## src/hw/brt_pkg.sv

```systemverilog
// Shared constants and types for the boundary run-test engine
package brt_pkg;

	// ==========================================================
	// Chain layout
	localparam int CHAIN_LEN   = 88;
	localparam int PIN_W       = 18;
	localparam int CTRL_W      = 21;
	localparam int SEL_W       = 36;

	// Control cells, excluded from every algorithm
	localparam int CTRL_CELL_HI = 87;
	localparam int CTRL_CELL_LO = 72;
	localparam int OE1A_POS     = 87;
	localparam int OE1B_POS     = 86;
	localparam int OE2A_POS     = 85;
	localparam int OE2B_POS     = 84;

	// Data cell groups, 18 cells each
	localparam int A_IN_LO  = 54;
	localparam int A_OUT_LO = 36;
	localparam int B_IN_LO  = 18;
	localparam int B_OUT_LO = 0;

	// ==========================================================
	// Run-test control register fields
	localparam int OPC_HI  = 2;
	localparam int OPC_LO  = 0;
	localparam int MASK_HI = 20;
	localparam int MASK_LO = 3;

	// ==========================================================
	// Feedback tap positions (maximal-length)
	localparam int TAP36_HI = 35;
	localparam int TAP36_LO = 24;
	localparam int TAP18_HI = 17;
	localparam int TAP18_LO = 10;

	// ==========================================================
	// Reset values
	localparam logic [CHAIN_LEN-1:0] CHAIN_RST = 88'h0;
	localparam logic [CTRL_W-1:0]    CTRL_RST  = 21'h0;
	localparam logic [PIN_W-1:0]     PIN_RST   = 18'h0;
	localparam logic                 BYP_CAPT  = 1'b0;

	// Decoded operations of the control register
	typedef enum logic [2:0] {
		BRT_OP_SAMPLE_TOGGLE,
		BRT_OP_PATTERN36,
		BRT_OP_SIGNATURE36,
		BRT_OP_SIG_PATTERN18,
		BRT_OP_SIG_COUNT18
	} brt_op_t;

endpackage

```

## src/hw/brt_step_if.sv

```systemverilog
// Carrier between the engine core and its step calculator
`timescale 1ns/1ps
interface brt_step_if;
	import brt_pkg::*;

	brt_op_t            op;
	logic [PIN_W-1:0]   cur_in;
	logic [PIN_W-1:0]   cur_out;
	logic [PIN_W-1:0]   pins;
	logic [PIN_W-1:0]   mask;
	logic [PIN_W-1:0]   nxt_in;
	logic [PIN_W-1:0]   nxt_out;

	modport core (
		output op,
		output cur_in,
		output cur_out,
		output pins,
		output mask,
		input  nxt_in,
		input  nxt_out
	);

	modport step (
		input  op,
		input  cur_in,
		input  cur_out,
		input  pins,
		input  mask,
		output nxt_in,
		output nxt_out
	);

endinterface

```

## src/hw/brt_engine.sv

```systemverilog
// Boundary run-test engine: scan registers, run-test operations, shadows and pins
`timescale 1ns/1ps
module brt_engine
	import brt_pkg::*;
(
	input  wire logic             ref_clk,
	input  wire logic             arst_n,
	input  wire logic             tdi,
	input  wire logic             tap_run_idle,
	input  wire logic             tap_capture_dr,
	input  wire logic             tap_shift_dr,
	input  wire logic             tap_update_dr,
	input  wire logic             run_selected_test_instr,
	input  wire logic             toggle_outputs_instr,
	input  wire logic             control_scan_instr,
	input  wire logic             boundary_read_instr,
	input  wire logic [PIN_W-1:0] a_pin_in,
	input  wire logic [PIN_W-1:0] b_pin_in,
	output logic                  tdo,
	output logic                  test_mode,
	output logic [PIN_W-1:0]      a_pin_out,
	output logic [PIN_W-1:0]      a_pin_oe,
	output logic [PIN_W-1:0]      b_pin_out,
	output logic [PIN_W-1:0]      b_pin_oe,
	output logic [PIN_W-1:0]      core_a_in,
	output logic [PIN_W-1:0]      core_b_in,
	output logic [CTRL_W-1:0]     run_test_control_register,
	output logic                  run_active
);

	// ==========================================================
	// State
	typedef struct packed {
		logic [CHAIN_LEN-1:0] chain;
		logic [CTRL_W-1:0]    ctrl_shift;
		logic [CTRL_W-1:0]    ctrl_hold;
		logic                 bypass;
		logic                 tdo;
		logic                 in_pend;
		logic                 out_pend;
		logic [PIN_W-1:0]     a_in_sh;
		logic [PIN_W-1:0]     a_out_sh;
		logic [PIN_W-1:0]     b_in_sh;
		logic [PIN_W-1:0]     b_out_sh;
		logic [PIN_W-1:0]     a_oe;
		logic [PIN_W-1:0]     b_oe;
		logic                 test_mode;
		logic                 run_active;
	} brt_state_t;

	brt_state_t st_reg;
	brt_state_t st_next;

	brt_step_if sif ();

	// ==========================================================
	// Direction decode from the enable cells
	logic en1a;
	logic en1b;
	logic en2a;
	logic en2b;
	logic dir_ok;
	logic a_to_b;
	logic run_ok;
	logic toggle_ok;
	logic chain_sel;
	logic ctrl_sel;
	brt_op_t op_dec;

	assign en1a = st_reg.chain[OE1A_POS];
	assign en1b = st_reg.chain[OE1B_POS];
	assign en2a = st_reg.chain[OE2A_POS];
	assign en2b = st_reg.chain[OE2B_POS];

	// One direction per byte, same direction for both bytes
	assign dir_ok = (en1a != en1b) && (en1a == en2a) && (en1b == en2b);
	// A-to-B flow: the B drivers are enabled, A is the receiving side
	assign a_to_b = en1b;

	// Operation runs only under run-test in idle with a legal direction
	assign run_ok    = run_selected_test_instr & tap_run_idle & dir_ok;
	assign toggle_ok = toggle_outputs_instr & tap_run_idle & dir_ok;

	// Data register selection; everything else sees the bypass bit
	assign chain_sel = boundary_read_instr;
	assign ctrl_sel  = control_scan_instr;

	// ==========================================================
	// Opcode decode; bit 2 only matters for the 18-bit pair
	always_comb begin
		case (st_reg.ctrl_hold[OPC_LO+1:OPC_LO])
			2'h0: op_dec = BRT_OP_SAMPLE_TOGGLE;
			2'h1: op_dec = BRT_OP_PATTERN36;
			2'h2: op_dec = BRT_OP_SIGNATURE36;
			2'h3: begin
				if (st_reg.ctrl_hold[OPC_HI]) begin
					op_dec = BRT_OP_SIG_COUNT18;
				end else begin
					op_dec = BRT_OP_SIG_PATTERN18;
				end
			end
			default: op_dec = BRT_OP_SAMPLE_TOGGLE;
		endcase
	end

	// ==========================================================
	// Step calculator hookup; cell order follows flow direction
	always_comb begin
		if (toggle_outputs_instr) begin
			sif.op = BRT_OP_SAMPLE_TOGGLE;
		end else begin
			sif.op = op_dec;
		end
		sif.mask = st_reg.ctrl_hold[MASK_HI:MASK_LO];
		if (a_to_b) begin
			sif.cur_in  = st_reg.chain[A_IN_LO+PIN_W-1:A_IN_LO];
			sif.cur_out = st_reg.chain[B_OUT_LO+PIN_W-1:B_OUT_LO];
			sif.pins    = a_pin_in;
		end else begin
			sif.cur_in  = st_reg.chain[B_IN_LO+PIN_W-1:B_IN_LO];
			sif.cur_out = st_reg.chain[A_OUT_LO+PIN_W-1:A_OUT_LO];
			sif.pins    = b_pin_in;
		end
	end

	brt_step_unit u_step (
		.sif (sif.step)
	);

	// ==========================================================
	// Next-state logic
	always_comb begin
		st_next = st_reg;

		// Serial output follows the selected register's last bit
		if (tap_shift_dr) begin
			if (chain_sel) begin
				st_next.tdo = st_reg.chain[0];
			end else if (ctrl_sel) begin
				st_next.tdo = st_reg.ctrl_shift[0];
			end else begin
				st_next.tdo = st_reg.bypass;
			end
		end

		// Bypass bit: zero on capture, takes tdi on shift, holds otherwise
		if (!chain_sel && !ctrl_sel) begin
			if (tap_capture_dr) begin
				st_next.bypass = BYP_CAPT;
			end else if (tap_shift_dr) begin
				st_next.bypass = tdi;
			end
		end

		// Control register: capture leaves it alone, update makes it live
		if (ctrl_sel) begin
			if (tap_shift_dr) begin
				st_next.ctrl_shift = {tdi, st_reg.ctrl_shift[CTRL_W-1:1]};
			end else if (tap_update_dr) begin
				st_next.ctrl_hold = st_reg.ctrl_shift;
			end
		end

		// Boundary chain scan is how the controller seeds operations
		if (chain_sel && tap_shift_dr) begin
			st_next.chain = {tdi, st_reg.chain[CHAIN_LEN-1:1]};
		end

		// Shadows follow one cycle after a step, standing in for the falling edge
		st_next.in_pend  = 1'b0;
		st_next.out_pend = 1'b0;

		if (run_ok) begin
			// Control cells 87..72 are never touched here
			if (a_to_b) begin
				st_next.chain[A_IN_LO+PIN_W-1:A_IN_LO]   = sif.nxt_in;
				st_next.chain[B_OUT_LO+PIN_W-1:B_OUT_LO] = sif.nxt_out;
			end else begin
				st_next.chain[B_IN_LO+PIN_W-1:B_IN_LO]   = sif.nxt_in;
				st_next.chain[A_OUT_LO+PIN_W-1:A_OUT_LO] = sif.nxt_out;
			end
			st_next.in_pend = 1'b1;
			// Signature-only mode keeps the driven values still
			st_next.out_pend = (op_dec != BRT_OP_SIGNATURE36);
		end else if (toggle_ok) begin
			// Input cells hold; pins are not sampled
			if (a_to_b) begin
				st_next.chain[B_OUT_LO+PIN_W-1:B_OUT_LO] = sif.nxt_out;
			end else begin
				st_next.chain[A_OUT_LO+PIN_W-1:A_OUT_LO] = sif.nxt_out;
			end
			st_next.out_pend = 1'b1;
		end

		// Input shadows feed the core
		if (st_reg.in_pend) begin
			if (a_to_b) begin
				st_next.a_in_sh = st_reg.chain[A_IN_LO+PIN_W-1:A_IN_LO];
			end else begin
				st_next.b_in_sh = st_reg.chain[B_IN_LO+PIN_W-1:B_IN_LO];
			end
		end

		// Output shadows drive the pins
		if (st_reg.out_pend) begin
			if (a_to_b) begin
				st_next.b_out_sh = st_reg.chain[B_OUT_LO+PIN_W-1:B_OUT_LO];
			end else begin
				st_next.a_out_sh = st_reg.chain[A_OUT_LO+PIN_W-1:A_OUT_LO];
			end
		end

		// Update on the chain loads every shadow at once
		if (chain_sel && tap_update_dr) begin
			st_next.a_in_sh  = st_reg.chain[A_IN_LO+PIN_W-1:A_IN_LO];
			st_next.a_out_sh = st_reg.chain[A_OUT_LO+PIN_W-1:A_OUT_LO];
			st_next.b_in_sh  = st_reg.chain[B_IN_LO+PIN_W-1:B_IN_LO];
			st_next.b_out_sh = st_reg.chain[B_OUT_LO+PIN_W-1:B_OUT_LO];
		end

		// Test mode under the toggle and run-test instructions
		st_next.test_mode  = toggle_outputs_instr | run_selected_test_instr;
		st_next.run_active = run_ok;

		// Enable cells steer drivers per byte even while the data cells run
		st_next.a_oe = {{9{en2a}}, {9{en1a}}} & {PIN_W{st_next.test_mode}};
		st_next.b_oe = {{9{en2b}}, {9{en1b}}} & {PIN_W{st_next.test_mode}};
	end

	// ==========================================================
	// State register
	always_ff @(posedge ref_clk or negedge arst_n) begin
		if (!arst_n) begin
			st_reg.chain      <= CHAIN_RST;
			st_reg.ctrl_shift <= CTRL_RST;
			st_reg.ctrl_hold  <= CTRL_RST;
			st_reg.bypass     <= BYP_CAPT;
			st_reg.tdo        <= 1'b0;
			st_reg.in_pend    <= 1'b0;
			st_reg.out_pend   <= 1'b0;
			st_reg.a_in_sh    <= PIN_RST;
			st_reg.a_out_sh   <= PIN_RST;
			st_reg.b_in_sh    <= PIN_RST;
			st_reg.b_out_sh   <= PIN_RST;
			st_reg.a_oe       <= PIN_RST;
			st_reg.b_oe       <= PIN_RST;
			st_reg.test_mode  <= 1'b0;
			st_reg.run_active <= 1'b0;
		end else begin
			st_reg <= st_next;
		end
	end

	// ==========================================================
	// Outputs, all straight from the state register
	assign tdo                       = st_reg.tdo;
	assign test_mode                 = st_reg.test_mode;
	assign a_pin_out                 = st_reg.a_out_sh;
	assign a_pin_oe                  = st_reg.a_oe;
	assign b_pin_out                 = st_reg.b_out_sh;
	assign b_pin_oe                  = st_reg.b_oe;
	assign core_a_in                 = st_reg.a_in_sh;
	assign core_b_in                 = st_reg.b_in_sh;
	assign run_test_control_register = st_reg.ctrl_hold;
	assign run_active                = st_reg.run_active;

endmodule

```

## src/hw/brt_step_unit.sv

```systemverilog
// Next-value calculator for the selected cells, one step per run cycle
`timescale 1ns/1ps
module brt_step_unit
	import brt_pkg::*;
(
	brt_step_if.step sif
);

	logic [PIN_W-1:0] data_m;
	logic [SEL_W-1:0] whole;
	logic [SEL_W-1:0] whole_sh;
	logic [PIN_W-1:0] in_sh;
	logic [PIN_W-1:0] out_sh;

	// ==========================================================
	// Per-input masking of the signature
	genvar gi;
	generate
		for (gi = 0; gi < PIN_W; gi++) begin : g_mask
			assign data_m[gi] = sif.pins[gi] & ~sif.mask[gi];
		end
	endgenerate

	// Shifted registers; an all-zero seed stays all zero
	assign whole    = {sif.cur_out, sif.cur_in};
	assign whole_sh = {whole[SEL_W-2:0], whole[TAP36_HI] ^ whole[TAP36_LO]};
	assign in_sh    = {sif.cur_in[PIN_W-2:0], sif.cur_in[TAP18_HI] ^ sif.cur_in[TAP18_LO]};
	assign out_sh   = {sif.cur_out[PIN_W-2:0], sif.cur_out[TAP18_HI] ^ sif.cur_out[TAP18_LO]};

	// Operation select
	always_comb begin
		sif.nxt_in  = sif.cur_in;
		sif.nxt_out = sif.cur_out;
		case (sif.op)
			BRT_OP_SAMPLE_TOGGLE: begin
				sif.nxt_in  = sif.pins;
				sif.nxt_out = ~sif.cur_out;
			end
			BRT_OP_PATTERN36: begin
				sif.nxt_in  = whole_sh[PIN_W-1:0];
				sif.nxt_out = whole_sh[SEL_W-1:PIN_W];
			end
			BRT_OP_SIGNATURE36: begin
				sif.nxt_in  = whole_sh[PIN_W-1:0] ^ data_m;
				sif.nxt_out = whole_sh[SEL_W-1:PIN_W];
			end
			BRT_OP_SIG_PATTERN18: begin
				sif.nxt_in  = in_sh ^ data_m;
				sif.nxt_out = out_sh;
			end
			BRT_OP_SIG_COUNT18: begin
				sif.nxt_in  = in_sh ^ data_m;
				sif.nxt_out = sif.cur_out + 18'h00001;
			end
			default: begin
				sif.nxt_in  = sif.cur_in;
				sif.nxt_out = sif.cur_out;
			end
		endcase
	end

endmodule

```

## config.mk

```make
export PLATFORM = sky130hd
export DESIGN_NAME = brt_engine
export DESIGN_NICKNAME = d
export VERILOG_FILES = /design/src/hw/brt_pkg.sv /design/src/hw/brt_step_if.sv /design/src/hw/brt_engine.sv /design/src/hw/brt_step_unit.sv
export SDC_FILE = /design/constraint.sdc
export NUM_CORES = 1
export LEC_CHECK = 0
export BUFFER_PORTS_ARGS = -buffer_cell sky130_fd_sc_hd__clkbuf_2
export CAP_MARGIN = 5
export CORE_MARGIN = 2
export CORE_UTILIZATION = 60
export CTS_BUF_LIST = sky130_fd_sc_hd__clkbuf_8
export DETAILED_ROUTE_END_ITERATION = 10
export GPL_TIMING_DRIVEN = 0
export PLACE_DENSITY = 0.89
export SETUP_SLACK_MARGIN = 0.5
export SLEW_MARGIN = 10
export SYNTH_ARGS = -nofsm -noshare
export SYNTH_HDL_FRONTEND = slang
export SYNTH_SLANG_ARGS = --single-unit
```

## constraint.sdc

```tcl
create_clock -name ref_clk -period 4.6 [get_ports ref_clk]
set_clock_uncertainty 0.1 [all_clocks]
set_input_delay 0.46 -clock ref_clk [delete_from_list [all_inputs] [get_ports ref_clk]]
set_output_delay 0.46 -clock ref_clk [all_outputs]
set_load 0.005 [all_outputs]
```

==> results of run 1 <==
-- metal layers --
layer	GRT usage [%]	part of all wire, %	vias to the layer above
li1	-	-	4461
met1	46.5	42	4876
met2	47.2	44	635
met3	8.61	12	91
met4	11.4	2.8	0
met5	0	0	-
-- repair_timing --
action / 4_1_cts / 5_1_grt
hold buffers: 1 / 0
gates resized for setup: 0 / 0
endpoints found under the hold margin: 46 / 0
-- logic make-up after synthesis --
kind of cell	after synthesis	synth area share (%)
AND/OR/NAND/NOR	398	15.1
flip-flops	211	44.8
multiplexers	207	19.4
buffers and inverters	201	10.8
AO/OA/AOI/OAI	172	9.02
XOR/XNOR	11	0.818
adder cells (fa/ha/maj)	1	0.106
-- worst max-delay path, delay by kind of cell (launching register included) --
| kind | cells | cell delay, ns |
|---|---|---|
| compound gates | 3 | 0.91 |
| flops | 1 | 0.51 |
| fa+ha+maj | 1 | 0.29 |
| mux | 2 | 0.41 |
| buf+inv | 4 | 0.94 |
-- report_power, final --
part / switching (mW) / internal (mW)
registers: 0.781 / 2.52
clock network: 0.761 / 1.09
logic: 1.14 / 1.48
total: 2.68 / 5.08
-- worst min-delay path by stage --
stage | from | endpoint | slack (ns) | depth (start not counted)
after global routing | tap_capture_dr | st_reg[113] | 0.02 | 2
after detailed placement | arst_n | b_pin_out[9] | 0.34 | 1
after global placement | st_reg[238] | st_reg[237] | 0.35 | 2
after floorplan | arst_n | a_pin_oe[16] | 0.06 | 0
final | tap_capture_dr | st_reg[113] | 0.03 | 2
after CTS | tap_capture_dr | st_reg[113] | 0.009 | 2
-- stage by stage --
step | power, mW | instance area [sq um] | utilization (%) | setup TNS (ns) | setup WS, ns
after floorplan | 4.78 | 11800 | - | 0 | 2.14
after global placement | 5.72 | 13000 | 67.2 | -211.58 | -1.03
after detailed placement | 5.85 | 13100 | 67.6 | 0 | 1.44
after CTS | 7.73 | 13900 | 71.8 | 0 | 1.40
after global routing | 8.17 | 13900 | 71.8 | 0 | 1.17
final | 7.77 | 13900 | 71.8 | 0 | 1.29
-- cell type report --
type,count,area (sq um),share of cell area (%)
Antenna cell,2,5.00,0.0361
Clock inverter,14,151,1.09
Clock buffer,47,647,4.66
Buffer,192,1240,8.91
Timing Repair Buffer,180,960,6.91
Tap cell,265,332,2.39
Sequential cell,211,5280,38.0
Multi-Input combinational cell,789,5230,37.7
Inverter,9,33.8,0.243
-- layout by cell type (no fill, tap or decap), drive strengths merged, types with 3 or more instances in the layout --
cell type  synthesis  layout
a211oi             4       4
a21o              17      17
a21oi             29      29
a22oi              6       6
a311oi             3       3
a31oi             10      10
and3               3       3
and4b             17      17
buf              148     150
bufinv             0       3
clkbuf            44     268
dfrtp            211     211
inv                9      18
mux2             156     156
mux2i             50      50
nand2            298     298
nand3             12      12
nand3b             9       9
nand4             10      10
nor2              22      22
nor2b              5       5
nor3               6       6
o21ai             77      77
o22ai              3       3
o32ai              3       3
or3                4       4
xnor2              8       8
xor2               3       3
==> reports/metrics.cfg, run 1 <==
[status]
status = finished clean

[clock_network]
cts_made_buffers = 36
clock_latency_ns = 0.54
cts_sinks = 211
root_buffer = clkbuf_8
htree_levels = 2
tritoncts = built
post-cts-setup-buffer-count = 0
clockBufferDepth = 3
clkTransAtPathRegs_ns = 0.07

[placement]
finalWeightedCongestion = 0.951
io_buffers = 177
placedCellCount = 1645
hpwl_mm = 24.1

[timing]
worst_slew_pin_slew_ns = 0.879
slew_viol_final = 0
period_needed_ns = 3.31
fmax_mhz = 302
rsz0062_at_grt = no
relSlewSlack_pct = 41.4
finalHoldViolCount = 0
hold_slack_ns = 0.0257
finalSetupViolCount = 0
timing.final.crit_share_pct = 72.1

[routing]
routed_via_density = 5.89
vias = 10100
drt-initial-drc-count = 1125
remaining_drc_errors = 0
first_pass_iters = 7
antenna_left = 0
routed_wl_mm = 33.5
routedWlPerCell_um = 19.6

[setup_path]
worstPathArrival_ns = 3.62
cp_slowest_stage_delay_ns = 0.51
cp_cell_sequence = buf_6 -> buf_4 -> buf_2 -> mux2_2 -> ha_1 -> inv_1 -> a211oi_1 -> a311oi_1 -> a211oi_1 -> mux2i_1
rrSetupSlack_ns = 1.29
cp.required_ns = 4.90
critPathCapture = st_reg[200]
r2r_start = a_to_b
crit_type = register to register
cp_common_cell = a211oi_1
critPathLaunch = a_to_b
slowest_stage = dfrtp_1
rr_endpoint = st_reg[200]
worstSetupEndpointType = register
cp_max_fo = 10
timing.critical_path.from_type = register
reg2reg_depth = 10

[floorplanning]
die_area_sq_mm = 0.0208
rows = 51
core-area_sq_mm = 0.0193
initial_core_util_pct = 60.9
fp.dieH_um = 144
die_x_um = 144
ios = 179

[run]
cap_viol_max_count = 0

[synth]
synth_top_area_share_pct = 44.8
ys_warn_count = 0
syn_avg_cell_area_sq_um = 9.81
yosysSeqAreaShare_pct = 44.8
ys_seq_elements = 211
syn-num-nets = 1249
syn_inst = 1201
synth_cell_type_count = 59
synth_edf_count = 0
synthesis.area_sq_mm = 0.0118
synth_most_common_cell = nand2_1
synthTopCellsByArea = dfrtp_1, mux2_2, nand2_1
ys_top_cells_by_count = nand2_1, dfrtp_1, mux2_2, buf_4, o21ai_0
synth_ff_type = dfrtp_1
async_flop_share_pct = 100
yosysTopAreaCell = dfrtp_1

[global_route]
grt_pass1_wl_mm = 51.2
grt_max_degree = 107
overflow = 0
grt_pass1_vias = 9358
grtUsageTotal_pct = 32.2
antenna_found_initial = 1

[cells_and_area]
nets = 1467
largest_register_ffs = 108
syn_to_final_growth_pct = 17.8
fin_cells = 1709
drive_gt1_share_pct = 37.4
fill_cells = 1422

[power_and_ir_drop]
ir_worst_vdd_uv = 393
leakage_nw = 7.30
power_density_mw_per_mm2 = 560

[hold_path]
hp-class = primary input to register

Note: power is estimated with default switching activity, not from simulation.
==> run 2, diff against run 1 <==
- CORE_UTILIZATION: 60 -> 54
- PLACE_DENSITY: 0.89 -> 0.84
- clock period: 4.6 -> 2.7 ns (I/O delays scaled with it)
==> run 2 against run 1 <==
Effect of this change: worst hold slack improved by 0.079 ns; core utilization decreased by 3.5 points; first-iteration DRC count decreased by 7.6%; count of clock-buffer cells in the layout decreased by 3; worst setup slack got worse by 0.99 ns; critical path type unchanged; critical endpoint is now st_reg[194].
==> reports/metrics.cfg, run 2 (same netlist as run 1, synthesis figures left out) <==
[hold_path]
hold_end = st_reg[135]
hold-path-cell-count = 3
holdCritStartpoint = control_scan_instr
hp-class = primary input to register

[global_route]
overflow = 0
grtUsageTotal_pct = 29.0
grt_max_degree = 86
grt_pass1_vias = 9373
antenna_found_initial = 0
grt_pass1_wl_mm = 51.5

[cells_and_area]
drive_gt1_share_pct = 44.5
fill_cells = 1659
syn_to_final_growth_pct = 25.3
layout_common_cells = nand2_1, dfrtp_1, clkbuf_2
fin_cells = 1771
final_common_cell = nand2_1
nets = 1515
num_antenna_cells = 0
largest_register_ffs = 108

[routing]
routed_via_density = 5.77
routed_wl_mm = 34.2
routedWlPerCell_um = 19.3
remaining_drc_errors = 0
first_pass_iters = 5
antenna_left = 0
vias = 10200
drt-initial-drc-count = 1039

[clock_network]
htree_levels = 2
clock_latency_ns = 0.55
root_buffer = clkbuf_8
clockBufferDepth = 3
clkTransAtPathRegs_ns = 0.06
cts_sinks = 211
tritoncts = built
cts_made_buffers = 35

[status]
status = finished clean

[floorplanning]
fp.dieH_um = 152
core-area_sq_mm = 0.0216
ios = 179
die_area_sq_mm = 0.0230
die_x_um = 152
initial_core_util_pct = 54.5
rows = 54

[power_and_ir_drop]
ir_worst_vdd_uv = 533
power_density_mw_per_mm2 = 914
power_mw = 13.5
leakage_nw = 7.71

[timing]
fmax_mhz = 416
period_needed_ns = 2.41
relSlewSlack_pct = 46.6
slew_viol_final = 0
finalHoldViolCount = 0
worst_slack_ns = 0.295
timing.final.crit_share_pct = 89.1
setup_tns_ns = 0
worst_slew_pin_slew_ns = 0.801
finalSetupViolCount = 0
rsz0062_at_grt = yes

[setup_path]
rrSetupSlack_ns = 0.29
worstSetupEndpointType = register
cp_slowest_stage_delay_ns = 0.46
cp_common_cell = buf_12
rr_endpoint = st_reg[194]
critical_path_depth = 10
worstPathArrival_ns = 2.71
cp_cell_sequence = buf_12 -> buf_12 -> buf_12 -> mux2_4 -> ha_4 -> buf_6 -> xnor2_4 -> a221oi_2 -> buf_4 -> o21ai_1
cp.required_ns = 3.01
cp_max_fo = 8
r2r_start = a_to_b
crit_family = buffers and inverters
timing.critical_path.from_type = register
slowest_stage = dfrtp_2
reg2reg_depth = 10
crit_type = register to register
cp.buffers_inverters = 5

[run]
cap_viol_max_count = 0

[placement]
placedCellCount = 1660
hpwl_mm = 23.9
post-place-ws_ns = -0.0968
finalWeightedCongestion = 0.974
io_buffers = 177

run 2: stage by stage:
| stage | cell area (sq um) | hold slack [ns] | utilization, % |
|---|---|---|---|
| final | 14800 | 0.104 | 68.3 |
| after global routing | 14800 | 0.109 | 68.3 |
| after CTS | 14300 | 0.0549 | 66.3 |
| after detailed placement | 13100 | 0.133 | 60.7 |
| after global placement | 13000 | 0.347 | 60.3 |
| after floorplan | 11800 | -0.126 | - |
run 2: power breakdown:
group          switching [mW]  total [mW]  internal [mW]  leakage [nW]
registers                1.28        5.57           4.29          2.78
logic                    2.18        5.06           2.88          4.53
clock network            1.30        2.87           1.57         0.399
run 2: area by class of cell:
cell class	instances	area (sq um)	share of cell area (%)
sequential	211	5280	35.8
tap	280	350	2.37
buffer	192	1380	9.37
multi-input combinational	789	5610	38.0
timing repair buffer	229	1390	9.38
clock inverter	17	108	0.729
inverter	9	40.0	0.271
clock buffer	44	606	4.10
run 2: what timing repair did:
item                       CTS  global route
hold buffers                 6             0
setup buffers               27            17
gates resized for setup     69           109
hold endpoints to repair    52             0
pin swaps                   16            35
setup endpoints to repair  128            92
run 2: how the worst max path moves through the flow:
stage / from / endpoint / slack (ns)
after floorplan: a_to_b / a_pin_out[10] / 0.49
after global routing: a_to_b / st_reg[208] / 0.19
after CTS: a_to_b / st_reg[172] / 0.34
after detailed placement: a_to_b / st_reg[164] / -0.1
final: a_to_b / st_reg[194] / 0.29
after global placement: arst_n / core_a_in[10] / -2.75
run 2: worst reg2reg max path, delay by kind of cell (launching register included):
| family | cells | cell delay [ns] |
|---|---|---|
| buf+inv | 5 | 0.76 |
| xor+xnor | 1 | 0.12 |
| flops | 1 | 0.46 |
| mux | 1 | 0.31 |
| compound gates | 2 | 0.35 |
| fa+ha+maj | 1 | 0.19 |
run 2: layer usage:
metal  vias to the layer above  routed length (um)  track usage (%)
li1                       4564                   -                -
met1                      4943               14300             42.5
met2                       619               15100             42.9
met3                        92                3700             6.71
met4                         0                1110             9.17
met5                         -                   0                0
